### config.mk
export PLATFORM = sky130hd
export DESIGN_NAME = sync_barrier_option_decoder
export DESIGN_NICKNAME = d
export VERILOG_FILES = /design/src/rtl/sync_barrier_pkg.sv /design/src/rtl/barrier_req_if.sv /design/src/rtl/sync_barrier_option_decoder.sv /design/src/rtl/barrier_option_map.sv
export VERILOG_INCLUDE_DIRS = /design/src /design/src/rtl
export SDC_FILE = /design/constraint.sdc
export NUM_CORES = 1
export LEC_CHECK = 0
export ABC_AREA = 1
export BUFFER_PORTS_ARGS = -buffer_cell sky130_fd_sc_hd__buf_2
export CAP_MARGIN = 0
export CORE_AREA = 2 2 116 73
export CTS_CLUSTER_SIZE = 20
export DETAILED_ROUTE_END_ITERATION = 16
export DIE_AREA = 0 0 118 75
export GPL_TIMING_DRIVEN = 0
export PLACE_DENSITY = 0.81
export REMOVE_ABC_BUFFERS = 1
export SETUP_SLACK_MARGIN = 0.2
export SLEW_MARGIN = 20
export SYNTH_ARGS = -nofsm -noshare
export SYNTH_HDL_FRONTEND = slang
export SYNTH_SLANG_ARGS = --single-unit
### constraint.sdc
create_clock -name CLK -period 3 [get_ports CLK]
set_input_delay 0.15 -clock CLK [delete_from_list [all_inputs] [get_ports CLK]]
set_output_delay 0.15 -clock CLK [all_outputs]
set_load 0.02 [all_outputs]
### src/rtl/sync_barrier_defs.svh
`ifndef SYNC_BARRIER_DEFS_SVH
`define SYNC_BARRIER_DEFS_SVH

// option codes carried in instruction bits 3:0
`define OPT_OUTER_READS        4'h1
`define OPT_OUTER_WRITES       4'h2
`define OPT_OUTER_ALL          4'h3
`define OPT_NONSH_READS        4'h5
`define OPT_NONSH_WRITES       4'h6
`define OPT_NONSH_ALL          4'h7
`define OPT_INNER_READS        4'h9
`define OPT_INNER_WRITES       4'hA
`define OPT_INNER_ALL          4'hB
`define OPT_FULL_BARRIER       4'hC
`define OPT_SYSTEM_READS       4'hD
`define OPT_SYSTEM_WRITES      4'hE
`define OPT_MSB                3
`define OPT_LSB                0

// barrier_shareability_upgrade field values
`define BSU_INNER              2'h1
`define BSU_OUTER              2'h2
`define BSU_SYSTEM             2'h3

// register byte offsets
`define REG_CTRL               4'h0
`define REG_STATUS             4'h4
`define REG_DONE_COUNT         4'h8
`define REG_SKIP_COUNT         4'hC
`define ADDR_W                 4

// control register layout and reset value
`define CTRL_BSU_LSB           0
`define CTRL_BSU_MSB           1
`define CTRL_RESET             2'h0

`endif

### src/rtl/sync_barrier_pkg.sv
package sync_barrier_pkg;

  // shareability domain of a barrier request
  typedef enum logic [1:0] {
    DOM_NONSHAREABLE = 2'h0,
    DOM_INNER        = 2'h1,
    DOM_OUTER        = 2'h2,
    DOM_FULL_SYSTEM  = 2'h3
  } domain_t;

  // access class ordered by a barrier
  typedef enum logic [1:0] {
    TYP_READS  = 2'h1,
    TYP_WRITES = 2'h2,
    TYP_ALL    = 2'h3
  } types_t;

  // exception level of the issuing instruction
  typedef enum logic [1:0] {
    APPLICATION_LEVEL = 2'h0,
    KERNEL_LEVEL      = 2'h1,
    HYPERVISOR_LEVEL  = 2'h2
  } level_t;

  // which accesses a barrier is ordered against
  typedef enum logic [1:0] {
    SCOPE_SAME_VIRTUAL_MACHINE_IDENTIFIER = 2'h0,
    SCOPE_HYP_ONLY  = 2'h1,
    SCOPE_EVERY     = 2'h2
  } scope_t;

  // request sequencer states
  typedef enum logic {
    ST_IDLE = 1'b0,
    ST_WAIT = 1'b1
  } state_t;

endpackage : sync_barrier_pkg

### src/rtl/barrier_req_if.sv
`timescale 1ns/10ps

// decode inputs and the resulting domain and access class
interface barrier_req_if;
  logic                        [3:0] option;
  sync_barrier_pkg::level_t          level;
  logic                              secure;
  logic                              hyp_present;
  logic                        [1:0] bsu;
  sync_barrier_pkg::domain_t         domain;
  sync_barrier_pkg::types_t          types;

  modport map  (input  option, level, secure, hyp_present, bsu,
                output domain, types);
  modport user (output option, level, secure, hyp_present, bsu,
                input  domain, types);
endinterface : barrier_req_if

### src/rtl/sync_barrier_option_decoder.sv
// Summary of operation
// - a barrier whose condition check fails is retired with no request.
// - options 0001, 0010, 0011 select outer shareable reads, writes, all.
// - options 0101, 0110, 0111 select non-shareable reads, writes, all.
// - options 1001, 1010, 1011 select inner shareable reads, writes, all.
// - options 1101 and 1110 select full system reads and writes.
// - every other option decodes as full system covering all accesses.
// - the upgrade applies only with a hypervisor, non-secure, below it.
// - upgrade field 11 forces the domain to full system.
// - upgrade field 10 raises any domain short of full system to outer.
// - upgrade field 01 raises non-shareable to inner, others unchanged.
// - option 1100 at the hypervisor level issues a full barrier.
// - a hypervisor full barrier ignores level and machine identifier.
// - option 1100 below the hypervisor acts as a full system barrier.
// - the full barrier is recognised by option value 12 at the hypervisor level.
// - lower levels order per machine identifier, hypervisor among itself.
// - reserved options execute as a full system barrier.
`timescale 1ns/10ps
`include "sync_barrier_defs.svh"

module sync_barrier_option_decoder #(
  parameter int VIRTUAL_MACHINE_IDENTIFIER_W   = 8,
  parameter int CNT_W    = 16,
  parameter bit HAVE_HYP = 1'b1
) (
  input  wire logic                              CLK,
  input  wire logic                              RSTN,
  // issue side from the pipeline
  input  wire logic                              ISSUE_VALID,
  output      logic                              ISSUE_READY,
  input  wire logic                       [31:0] INSTR,
  input  wire logic                              COND_PASS,
  input  wire logic                        [1:0] LEVEL,
  input  wire logic                              SECURE,
  input  wire logic                 [VIRTUAL_MACHINE_IDENTIFIER_W-1:0] VIRTUAL_MACHINE_IDENTIFIER,
  // request side to the memory ordering logic
  output      logic                              BAR_REQ,
  input  wire logic                              BAR_DONE,
  output      logic                        [1:0] BAR_DOMAIN,
  output      logic                        [1:0] BAR_TYPES,
  output      logic                              BAR_FULL,
  output      logic                        [1:0] BAR_SCOPE,
  output      logic                 [VIRTUAL_MACHINE_IDENTIFIER_W-1:0] BAR_VIRTUAL_MACHINE_IDENTIFIER,
  output      logic                              RETIRE,
  // register bus
  input  wire logic                              HSEL,
  input  wire logic                       [31:0] HADDR,
  input  wire logic                        [1:0] HTRANS,
  input  wire logic                              HWRITE,
  input  wire logic                        [2:0] HSIZE,
  input  wire logic                       [31:0] HWDATA,
  input  wire logic                              HREADY,
  output      logic                              HREADYOUT,
  output      logic                              HRESP,
  output      logic                       [31:0] HRDATA
);

  ////////////////////////////////////////////////////////////////////////////
  // parameter checks

  // identifiers wider than the status word cannot be reported
  if (VIRTUAL_MACHINE_IDENTIFIER_W < 1 || VIRTUAL_MACHINE_IDENTIFIER_W > 16) begin : g_virtual_machine_identifier_chk
    $error("VIRTUAL_MACHINE_IDENTIFIER_W must lie between 1 and 16");
  end
  // counters are read back in one bus word
  if (CNT_W < 1 || CNT_W > 32) begin : g_cnt_chk
    $error("CNT_W must lie between 1 and 32");
  end

  ////////////////////////////////////////////////////////////////////////////
  // declarations

  barrier_req_if                  req ();
  sync_barrier_pkg::state_t       state_q;
  sync_barrier_pkg::level_t       level;
  sync_barrier_pkg::scope_t       scope;
  logic                     [3:0] option;
  logic                           accept;
  logic                           full_sel;
  logic                     [1:0] ctrl_q;
  logic                     [1:0] ctrl_d;
  logic                     [1:0] dom_q;
  logic                     [1:0] typ_q;
  logic                           full_q;
  logic                     [1:0] scope_q;
  logic              [VIRTUAL_MACHINE_IDENTIFIER_W-1:0] virtual_machine_identifier_q;
  logic                           retire_q;
  logic               [CNT_W-1:0] done_cnt_q;
  logic               [CNT_W-1:0] skip_cnt_q;
  logic                           ahb_wr_q;
  logic          [`ADDR_W-1:0]    ahb_addr_q;
  logic                           ahb_req;
  logic                    [31:0] rd_word;
  logic                    [31:0] status_word;
  logic                    [31:0] done_word;
  logic                    [31:0] skip_word;

  ////////////////////////////////////////////////////////////////////////////
  // decode of the incoming instruction

  // the option field sits at the same bits in both instruction sets
  assign option = INSTR[`OPT_MSB:`OPT_LSB];

  // unknown level codes are treated as the hypervisor level
  always_comb begin
    unique case (LEVEL)
      2'h0:    level = sync_barrier_pkg::APPLICATION_LEVEL;
      2'h1:    level = sync_barrier_pkg::KERNEL_LEVEL;
      default: level = sync_barrier_pkg::HYPERVISOR_LEVEL;
    endcase
  end

  // feed the option map
  assign req.option      = option;
  assign req.level       = level;
  assign req.secure      = SECURE;
  assign req.hyp_present = HAVE_HYP;
  assign req.bsu         = ctrl_q;

  // domain and access class lookup with the upgrade applied
  barrier_option_map u_map (
    .req (req)
  );

  // only code 12 together with the hypervisor level makes a full barrier
  assign full_sel = (option == `OPT_FULL_BARRIER) &&
                    (level == sync_barrier_pkg::HYPERVISOR_LEVEL);

  // ordering scope: full barrier ignores level and identifier
  always_comb begin
    if (full_sel) begin
      scope = sync_barrier_pkg::SCOPE_EVERY;
    end else if (level == sync_barrier_pkg::HYPERVISOR_LEVEL) begin
      scope = sync_barrier_pkg::SCOPE_HYP_ONLY;
    end else begin
      scope = sync_barrier_pkg::SCOPE_SAME_VIRTUAL_MACHINE_IDENTIFIER;
    end
  end

  ////////////////////////////////////////////////////////////////////////////
  // request sequencing

  // one barrier in flight; the pipeline is held while it drains
  assign ISSUE_READY = (state_q == sync_barrier_pkg::ST_IDLE);
  assign accept      = ISSUE_VALID && ISSUE_READY;
  assign BAR_REQ     = (state_q == sync_barrier_pkg::ST_WAIT);

  // a failed condition never leaves idle
  always_ff @(posedge CLK or negedge RSTN) begin
    if (!RSTN) begin
      state_q <= sync_barrier_pkg::ST_IDLE;
    end else begin
      unique case (state_q)
        sync_barrier_pkg::ST_IDLE: begin
          if (accept && COND_PASS) begin
            state_q <= sync_barrier_pkg::ST_WAIT;
          end
        end
        sync_barrier_pkg::ST_WAIT: begin
          if (BAR_DONE) begin
            state_q <= sync_barrier_pkg::ST_IDLE;
          end
        end
      endcase
    end
  end

  // request attributes are held stable for the whole wait
  always_ff @(posedge CLK or negedge RSTN) begin
    if (!RSTN) begin
      dom_q   <= 2'h3;
      typ_q   <= 2'h3;
      full_q  <= 1'b0;
      scope_q <= 2'h0;
      virtual_machine_identifier_q  <= '0;
    end else if (accept && COND_PASS) begin
      dom_q   <= req.domain;
      typ_q   <= req.types;
      full_q  <= full_sel;
      scope_q <= scope;
      virtual_machine_identifier_q  <= VIRTUAL_MACHINE_IDENTIFIER;
    end
  end

  // retire pulse: completion, or straight away for a failed condition
  always_ff @(posedge CLK or negedge RSTN) begin
    if (!RSTN) begin
      retire_q <= 1'b0;
    end else begin
      retire_q <= (accept && !COND_PASS) || (BAR_REQ && BAR_DONE);
    end
  end

  // completed and skipped barrier counters, wrapping
  always_ff @(posedge CLK or negedge RSTN) begin
    if (!RSTN) begin
      done_cnt_q <= '0;
      skip_cnt_q <= '0;
    end else begin
      if (BAR_REQ && BAR_DONE) begin
        done_cnt_q <= done_cnt_q + 1'b1;
      end
      if (accept && !COND_PASS) begin
        skip_cnt_q <= skip_cnt_q + 1'b1;
      end
    end
  end

  // request outputs straight from the held attributes
  assign BAR_DOMAIN = dom_q;
  assign BAR_TYPES  = typ_q;
  assign BAR_FULL   = full_q;
  assign BAR_SCOPE  = scope_q;
  assign BAR_VIRTUAL_MACHINE_IDENTIFIER   = virtual_machine_identifier_q;
  assign RETIRE     = retire_q;

  ////////////////////////////////////////////////////////////////////////////
  // bus slave

  // a transfer is taken when selected, active and the bus is ready
  assign ahb_req = HSEL && HREADY && HTRANS[1];

  // address phase capture for the following write data phase
  always_ff @(posedge CLK or negedge RSTN) begin
    if (!RSTN) begin
      ahb_wr_q   <= 1'b0;
      ahb_addr_q <= '0;
    end else if (HREADY) begin
      // writes outside the four decoded words are dropped here
      ahb_wr_q   <= ahb_req && HWRITE && (HADDR[31:`ADDR_W] == '0);
      ahb_addr_q <= HADDR[`ADDR_W-1:0];
    end
  end

  // write lands in the data phase; only the control word is writable
  always_comb begin
    ctrl_d = ctrl_q;
    if (ahb_wr_q && ahb_addr_q == `REG_CTRL) begin
      ctrl_d = HWDATA[`CTRL_BSU_MSB:`CTRL_BSU_LSB];
    end
  end

  // control register holding the upgrade field
  always_ff @(posedge CLK or negedge RSTN) begin
    if (!RSTN) begin
      ctrl_q <= `CTRL_RESET;
    end else begin
      ctrl_q <= ctrl_d;
    end
  end

  // status: busy, domain, class, full flag, scope, held identifier
  always_comb begin
    status_word        = 32'h0;
    status_word[0]     = BAR_REQ;
    status_word[2:1]   = dom_q;
    status_word[4:3]   = typ_q;
    status_word[5]     = full_q;
    status_word[7:6]   = scope_q;
    status_word[8 +: VIRTUAL_MACHINE_IDENTIFIER_W] = virtual_machine_identifier_q;
    done_word          = 32'h0;
    done_word[CNT_W-1:0] = done_cnt_q;
    skip_word          = 32'h0;
    skip_word[CNT_W-1:0] = skip_cnt_q;
  end

  // read mux; the control word is forwarded so a write is seen at once
  always_comb begin
    unique case (HADDR[`ADDR_W-1:0])
      `REG_CTRL:       rd_word = {30'h0, ctrl_d};
      `REG_STATUS:     rd_word = status_word;
      `REG_DONE_COUNT: rd_word = done_word;
      `REG_SKIP_COUNT: rd_word = skip_word;
      default:         rd_word = 32'h0;
    endcase
    if (HADDR[31:`ADDR_W] != '0) begin
      rd_word = 32'h0; // unmapped reads as zero
    end
  end

  // read data registered at the address phase, shown in the data phase
  always_ff @(posedge CLK or negedge RSTN) begin
    if (!RSTN) begin
      HRDATA <= 32'h0;
    end else if (ahb_req && !HWRITE) begin
      HRDATA <= rd_word;
    end
  end

  // zero wait states and always OKAY
  assign HREADYOUT = 1'b1;
  assign HRESP     = 1'b0;

endmodule : sync_barrier_option_decoder

### src/rtl/barrier_option_map.sv
`timescale 1ns/10ps
`include "sync_barrier_defs.svh"

module barrier_option_map (
  barrier_req_if.map req
);

  sync_barrier_pkg::domain_t dom;
  logic                      upgrade;

  // option field to domain and access class, then hypervisor upgrade
  always_comb begin
    dom       = sync_barrier_pkg::DOM_FULL_SYSTEM;
    req.types = sync_barrier_pkg::TYP_ALL;
    unique case (req.option)
      `OPT_OUTER_READS:   begin dom = sync_barrier_pkg::DOM_OUTER; req.types = sync_barrier_pkg::TYP_READS;  end
      `OPT_OUTER_WRITES:  begin dom = sync_barrier_pkg::DOM_OUTER; req.types = sync_barrier_pkg::TYP_WRITES; end
      `OPT_OUTER_ALL:     begin dom = sync_barrier_pkg::DOM_OUTER; req.types = sync_barrier_pkg::TYP_ALL;    end
      `OPT_NONSH_READS:   begin dom = sync_barrier_pkg::DOM_NONSHAREABLE; req.types = sync_barrier_pkg::TYP_READS;  end
      `OPT_NONSH_WRITES:  begin dom = sync_barrier_pkg::DOM_NONSHAREABLE; req.types = sync_barrier_pkg::TYP_WRITES; end
      `OPT_NONSH_ALL:     begin dom = sync_barrier_pkg::DOM_NONSHAREABLE; req.types = sync_barrier_pkg::TYP_ALL;    end
      `OPT_INNER_READS:   begin dom = sync_barrier_pkg::DOM_INNER; req.types = sync_barrier_pkg::TYP_READS;  end
      `OPT_INNER_WRITES:  begin dom = sync_barrier_pkg::DOM_INNER; req.types = sync_barrier_pkg::TYP_WRITES; end
      `OPT_INNER_ALL:     begin dom = sync_barrier_pkg::DOM_INNER; req.types = sync_barrier_pkg::TYP_ALL;    end
      `OPT_SYSTEM_READS:  begin dom = sync_barrier_pkg::DOM_FULL_SYSTEM; req.types = sync_barrier_pkg::TYP_READS;  end
      `OPT_SYSTEM_WRITES: begin dom = sync_barrier_pkg::DOM_FULL_SYSTEM; req.types = sync_barrier_pkg::TYP_WRITES; end
      // reserved codes and the full-barrier code land here
      default:            begin dom = sync_barrier_pkg::DOM_FULL_SYSTEM; req.types = sync_barrier_pkg::TYP_ALL; end
    endcase
    upgrade = req.hyp_present && !req.secure &&
              (req.level != sync_barrier_pkg::HYPERVISOR_LEVEL);
    req.domain = dom;
    if (upgrade && req.bsu == `BSU_SYSTEM) begin
      req.domain = sync_barrier_pkg::DOM_FULL_SYSTEM;
    end else if (upgrade && req.bsu == `BSU_OUTER &&
                 dom != sync_barrier_pkg::DOM_FULL_SYSTEM) begin
      req.domain = sync_barrier_pkg::DOM_OUTER;
    end else if (upgrade && req.bsu == `BSU_INNER &&
                 dom == sync_barrier_pkg::DOM_NONSHAREABLE) begin
      req.domain = sync_barrier_pkg::DOM_INNER;
    end
  end

endmodule : barrier_option_map

==> results.py, run 1 <==
metrics = {
    "clocking": {
        "clkTransAtPathRegs_ns": 0.06,
        "cts_buffers": 9,
        "cts_root_buf": "clkbuf_16",
        "cts_setup_buffers": 0,
        "clock_latency_ns": 0.34,
        "cts.sinks": 71,
        "cts_tree": "built",
        "cts_buffer_depth": 2,
        "htreeDepth": 3,
    },
    "job": {
        "max_cap_viol_count": 0,
    },
    "floorplan": {
        "ios": 172,
        "die_w_um": 118,
        "coreArea_um2": 7730,
        "die_area_um2": 8850,
        "die_height_um": 75,
        "row_count": 25,
        "start_util_pct": 50.0,
    },
    "setup_path": {
        "crit_type": "reg2reg",
        "rr_worst_depth": 6,
        "cp_max_fo": 16,
        "worstPathCellList": "inv_2, nand3_1, inv_1, nand2_1, nor4_1, a21oi_1",
        "crit_family": "simple AND/OR/NAND/NOR gates",
        "crit_path_end_kind": "flop",
        "slowest_delay_ns": 0.62,
        "r2r_end": "BAR_DOMAIN[1]$_DFFE_PN1P_",
        "worstSetupStartpointType": "flop",
        "crit_buf_inv": 2,
        "arrival_ns": 2.42,
        "r2r_start": "BAR_REQ$_DFF_PN0_",
        "reg2reg_slack_ns": 0.82,
        "cp.required_ns": 3.24,
        "slowest_stage": "inv_1",
    },
    "synth": {
        "synth_cell_types": 33,
        "synth_top_cell_by_area": "dfrtp_1",
        "postSynthAreaPerCell_um2": 7.81,
        "ys_seq_area_share_pct": 46.2,
        "netlist.area_leader.share_pct": 43.4,
        "synth_seq_cells": 71,
        "syn-cell-area_um2": 3860,
        "ys_warn_count": 0,
        "syn_inst": 494,
        "synth_area_leaders": "dfrtp_1 (43%), nand2_1 (16%), nand3_1 (6.9%)",
    },
    "routing": {
        "wl_per_cell_um": 13.5,
        "vias": 3467,
        "drcViolationCount": 0,
        "totalWireLength_um": 9400,
        "viasPerCell": 4.98,
        "drtIter0Drc": 314,
        "antenna_left": 0,
        "dr.pass1.iters": 5,
    },
    "status": {
        "status": "finished clean",
    },
    "place": {
        "globalplace.congestion": 0.875,
        "hpwl_um": 6960,
        "dpl.cell_count": 679,
        "portBuffers": 90,
    },
    "hold_path": {
        "hp-start": "VIRTUAL_MACHINE_IDENTIFIER[6]",
        "min_path_type": "in2reg",
        "min_to": "BAR_VIRTUAL_MACHINE_IDENTIFIER[6]$_DFFE_PN0P_",
        "min_path_cells": 3,
    },
    "layout": {
        "drive_gt1_share_pct": 22.6,
        "area_growth_pct": 20.5,
        "nFillCells": 640,
        "final_nets": 705,
        "antenna_cells": 0,
        "stdcell_count": 696,
    },
    "sta": {
        "finalCritPeriodShare_pct": 72.8,
        "report.final.hold_viol_count": 0,
        "rsz0062_at_grt": "no",
        "final_max_slew_viol_count": 0,
        "finClkSkew_ns": 0.00520,
        "min_period_ns": 2.18,
        "worst_pin_slew_ns": 0.677,
        "fmax_mhz": 458,
        "slew_headroom_pct": 54.7,
        "setup_tns_ns": 0,
        "setup_viol": 0,
    },
    "global_route": {
        "grt_max_degree": 43,
        "antenna_found_initial": 0,
        "overflow": 0,
        "grt_usage_pct": 22.4,
        "grt_pass1_vias": 3241,
        "grt_pass1_wl_um": 15400,
    },
    "power_and_ir_drop": {
        "p_per_area_nw_per_um2": 593,
        "ir_drop_mv": 0.296,
        "leakage_nw": 2.52,
    },
}
[metrics by stage]
| stage | setup WS [ns] | hold WS, ns | instance area [µm²] | util [%] | total power [W] |
|---|---|---|---|---|---|
| 6_report | 0.816 | 0.00398 | 4650 | 60.2 | 0.00276 |
| 5_1_grt | 0.510 | 0.00646 | 4650 | 60.2 | 0.00287 |
| 4_1_cts | 0.800 | 0.00327 | 4650 | 60.2 | 0.00277 |
| 3_5_place_dp | 0.815 | 0.114 | 4310 | 55.8 | 0.00159 |
| 3_3_place_gp | 0.813 | 0.344 | 4290 | 55.5 | 0.00157 |
| 2_1_floorplan | 1.30 | -0.146 | 3700 | - | 0.00142 |
[layer usage]
layer	part of all wire [%]	wire length [µm]	global-route usage, %
met5	0	0	0
met4	0.71	67	4.42
met3	9.1	851	6.97
met2	46	4330	37.2
met1	44	4150	29.6
[worst max-delay path by stage]
stage,from,end,slack (ns),depth (start not counted)
final,BAR_REQ$_DFF_PN0_,BAR_DOMAIN[1]$_DFFE_PN1P_,0.82,6
after global routing,BAR_REQ$_DFF_PN0_,BAR_DOMAIN[1]$_DFFE_PN1P_,0.51,6
after CTS,BAR_REQ$_DFF_PN0_,BAR_DOMAIN[1]$_DFFE_PN1P_,0.80,6
after detailed placement,BAR_REQ$_DFF_PN0_,BAR_DOMAIN[1]$_DFFE_PN1P_,0.81,6
after global placement,BAR_REQ$_DFF_PN0_,BAR_DOMAIN[1]$_DFFE_PN1P_,0.81,6
after floorplan,BAR_REQ$_DFF_PN0_,BAR_DOMAIN[1]$_DFFE_PN1P_,1.30,6
[state kept, by name, summed over array words and instances, names as in the netlist, 2 cells and up]
signal / count
BAR_DOMAIN: 2
BAR_TYPES: 2
BAR_VIRTUAL_MACHINE_IDENTIFIER: 8
HRDATA: 16
ahb_addr_q: 4
ctrl_q: 2
done_cnt_q: 16
skip_cnt_q: 16
[repair_timing]
action / 4_1_cts / 5_1_grt
hold buffers: 1 / 0
endpoints found under the hold margin: 25 / 0
gates resized for setup: 0 / 0
[worst reg2reg max path, delay by kind of cell (launching register included)]
family	cells	cell delay (ns)
DFF	1	0.40
buffers and inverters	2	0.75
AOI/OAI and AO/OA	1	0.08
and+or+nand+nor	3	0.86
[cell families after synthesis]
| logic type | Yosys count | share of synthesized area, % |
|---|---|---|
| and+or+nand+nor | 307 | 35.7 |
| DFF | 71 | 46.2 |
| other | 2 | 0.195 |
| adders and majority gates | 2 | 0.648 |
| AOI/OAI and AO/OA | 17 | 2.56 |
| xor gates and xnor gates | 22 | 4.99 |
| buffers and inverters | 73 | 9.76 |
[cells in the final DEF (no fill, tap or decap), types with 5 or more instances in the layout]
cell type,instances
nor3_1,5
xnor2_1,8
o21ai_0,8
inv_1,39
nand3_1,53
nand4_1,9
nor2_1,48
buf_2,89
nand2_2,5
conb_1,18
nor2_4,6
clkbuf_16,9
dfrtp_1,67
xor2_1,14
nand2_1,169
[layout make-up]
class	instances	area, µm²	share of cell area, %
multi-input cells	366	1760	37.9
flip-flops and latches	71	1780	38.3
inverters	43	161	3.47
repair buffers	92	483	10.4
well taps	108	135	2.91
clock inverters	7	103	2.21
clock buffers	9	225	4.84
[where the power goes]
part	internal [W]	switching, W
Combinational	0.000149	0.000254
Clock	0.000738	0.000433
Sequential	0.00107	0.000116
Total	0.00196	0.000803
[Yosys cell counts, drive strengths merged]
library cell  instances
nand3                54
nand3b                2
clkbuf                1
nor2                 58
xnor2                 8
dfstp                 4
nor3                  6
and2                  3
nand4                 9
nor4                  1
a21oi                 4
ha                    2
buf                  29
o2bb2ai               1
o21ai                 8
xor2                 14
inv                  43
o21a                  2
conb                  2
nand2               174
dfrtp                67
o211ai                2
Note: power is estimated with default switching activity, not from simulation.
==> run 2, diff against run 1 <==
Settings changed: CORE_AREA 2 2 116 73 to 2 2 126 79, DIE_AREA 0 0 118 75 to 0 0 128 81, PLACE_DENSITY 0.81 to 0.72.
Clock period 3 ns to 1.98 ns, I/O delays scaled along.
==> run 2 against run 1 <==
  * Clock skew up 0.0013 ns
  * Global-route usage is 3.8 points lower
  * Cell area up 1.7%
  * Total power increased by 40%
  * Register-to-register slack got worse by 0.45 ns
  * Worst hold slack improved by 0.030 ns
  * Critical path type unchanged
  * Setup slack worse by 0.45 ns
  * Utilization is 9.8 points lower
  * Combinational power increased by 54%
  * Count of clock-buffer cells in the layout increased by 4
  * Routed wire length fell by 1.6%
==> results.py, run 2 (synthesized netlist as in run 1, its figures left out) <==
metrics = {
    "routing": {
        "viasPerCell": 4.78,
        "totalWireLength_um": 9250,
        "dr.pass1.iters": 5,
        "antenna_left": 0,
        "drtIter0Drc": 222,
        "drcViolationCount": 0,
        "vias": 3439,
        "wl_per_cell_um": 12.9,
    },
    "floorplan": {
        "die_height_um": 81,
        "coreArea_um2": 9390,
        "die_w_um": 128,
        "ios": 172,
        "die_area_um2": 10400,
        "row_count": 28,
        "start_util_pct": 41.1,
    },
    "clocking": {
        "htreeDepth": 3,
        "cts.sinks": 71,
        "cts_tree": "built",
        "clkTransAtPathRegs_ns": 0.06,
        "cts_buffer_depth": 2,
        "cts_root_buf": "clkbuf_16",
        "cts_buffers": 9,
        "clock_latency_ns": 0.32,
    },
    "status": {
        "status": "finished clean",
    },
    "layout": {
        "mostFrequentLayoutCell": "nand2_1",
        "layout_common_cells": "nand2_1 (169), buf_2 (89), dfrtp_1 (67)",
        "antenna_cells": 0,
        "stdcell_area_um2": 4730,
        "final_nets": 716,
        "drive_gt1_share_pct": 22.4,
        "reg_top3": "HRDATA x16, done_cnt_q x16, skip_cnt_q x16",
        "area_growth_pct": 22.5,
        "stdcell_count": 719,
        "fin_util_pct": 50.4,
    },
    "global_route": {
        "grt_pass1_wl_um": 14800,
        "overflow": 0,
        "grt_max_degree": 47,
        "grt_usage_pct": 18.6,
        "antenna_found_initial": 0,
        "grt_pass1_vias": 3200,
    },
    "sta": {
        "report.final.hold_viol_count": 0,
        "fmax_mhz": 618,
        "final_max_slew_viol_count": 0,
        "worst_pin_slew_ns": 0.521,
        "setup_slack_ns": 0.361,
        "setup_viol": 0,
        "finClkSkew_ns": 0.00654,
        "slew_headroom_pct": 65.1,
        "min_period_ns": 1.62,
        "rsz0062_at_grt": "no",
        "finalCritPeriodShare_pct": 81.8,
    },
    "setup_path": {
        "crit_path_end_kind": "flop",
        "slowest_delay_ns": 0.40,
        "cp_common_cell": "nand2_1",
        "crit_type": "reg2reg",
        "arrival_ns": 1.88,
        "cp.required_ns": 2.24,
        "worstPathCellList": "inv_2, nand3_2, clkinvlp_4, buf_4, nand2_1, nand2_1",
        "r2r_start": "BAR_REQ$_DFF_PN0_",
        "slowest_stage": "dfrtp_1",
        "worstSetupStartpointType": "flop",
        "crit_path_start": "BAR_REQ$_DFF_PN0_",
        "cp_max_fo": 16,
    },
    "place": {
        "placed_area_um2": 4340,
        "dpl.cell_count": 691,
        "globalplace.congestion": 0.909,
        "portBuffers": 90,
        "hpwl_um": 6660,
        "place_ws_ns": -0.177,
    },
    "job": {
        "max_cap_viol_count": 0,
    },
    "hold_path": {
        "min_path_type": "in2reg",
        "hp-start": "LEVEL[1]",
    },
    "power_and_ir_drop": {
        "leakage_nw": 2.55,
        "p_per_area_nw_per_um2": 817,
        "ir_drop_mv": 0.536,
    },
}
-- run 2: timing repair --
action | 4_1_cts | 5_1_grt
hold buffers | 10 | 0
buffers inserted | 0 | 2
resized for setup | 2 | 0
endpoints found under the setup margin | 13 | 2
hold endpoints to repair | 30 | 0
cloned | 0 | 0
-- run 2: per-layer routing --
metal	vias to the layer above	global-route usage [%]	routed length (µm)
met5	-	0	0
met2	125	28.5	4040
met4	0	5.60	165
met3	14	5.34	681
met1	1579	25.7	4360
li1	1721	-	-
-- run 2: final cells by class --
class                           instances  area [µm²]
Sequential cell                        71        1780
Tap cell                              120         150
Clock inverter                          3        18.8
Inverter                               43         165
Clock buffer                           13         250
Multi-Input combinational cell        366        1770
Timing Repair Buffer                  103         596
Fill cell                             873        4660
-- run 2: metrics by stage --
| step | setup TNS, ns | power, W | hold WS [ns] |
|---|---|---|---|
| after floorplan | 0 | 0.00215 | -0.197 |
| after global placement | -0.173 | 0.00238 | 0.296 |
| after detailed placement | -0.262 | 0.00241 | 0.0388 |
| after CTS | 0 | 0.00388 | 0.0292 |
| after global routing | 0 | 0.00407 | 0.0593 |
| final | 0 | 0.00386 | 0.0344 |
-- run 2: critical path, delay by kind of cell (launching register included) --
| family | cells | cell delay, ns |
|---|---|---|
| buf+inv | 3 | 0.63 |
| flops | 1 | 0.40 |
| simple gates | 3 | 0.53 |
-- run 2: power by group --
group,total [W],internal [W],switching (W)
clock network,0.00145,0.000880,0.000570
logic,0.000621,0.000241,0.000381
registers,0.00179,0.00162,0.000171
total,0.00386,0.00274,0.00112
-- run 2: worst paths after layout --
kind,end,slack [ns],cells after the start
worst max-delay path,BAR_VIRTUAL_MACHINE_IDENTIFIER[3]$_DFFE_PN0P_,0.36,6
worst min-delay path,BAR_SCOPE[0]$_DFFE_PN0P_,0.03,3
worst max register to register,BAR_VIRTUAL_MACHINE_IDENTIFIER[3]$_DFFE_PN0P_,0.36,6
worst min register to register,HRDATA[11]$_DFFE_PN0P_,0.48,2
max in group asynchronous,HRDATA[5]$_DFFE_PN0P_,1.19,3
min in group asynchronous,skip_cnt_q[11]$_DFFE_PN0P_,0.24,2
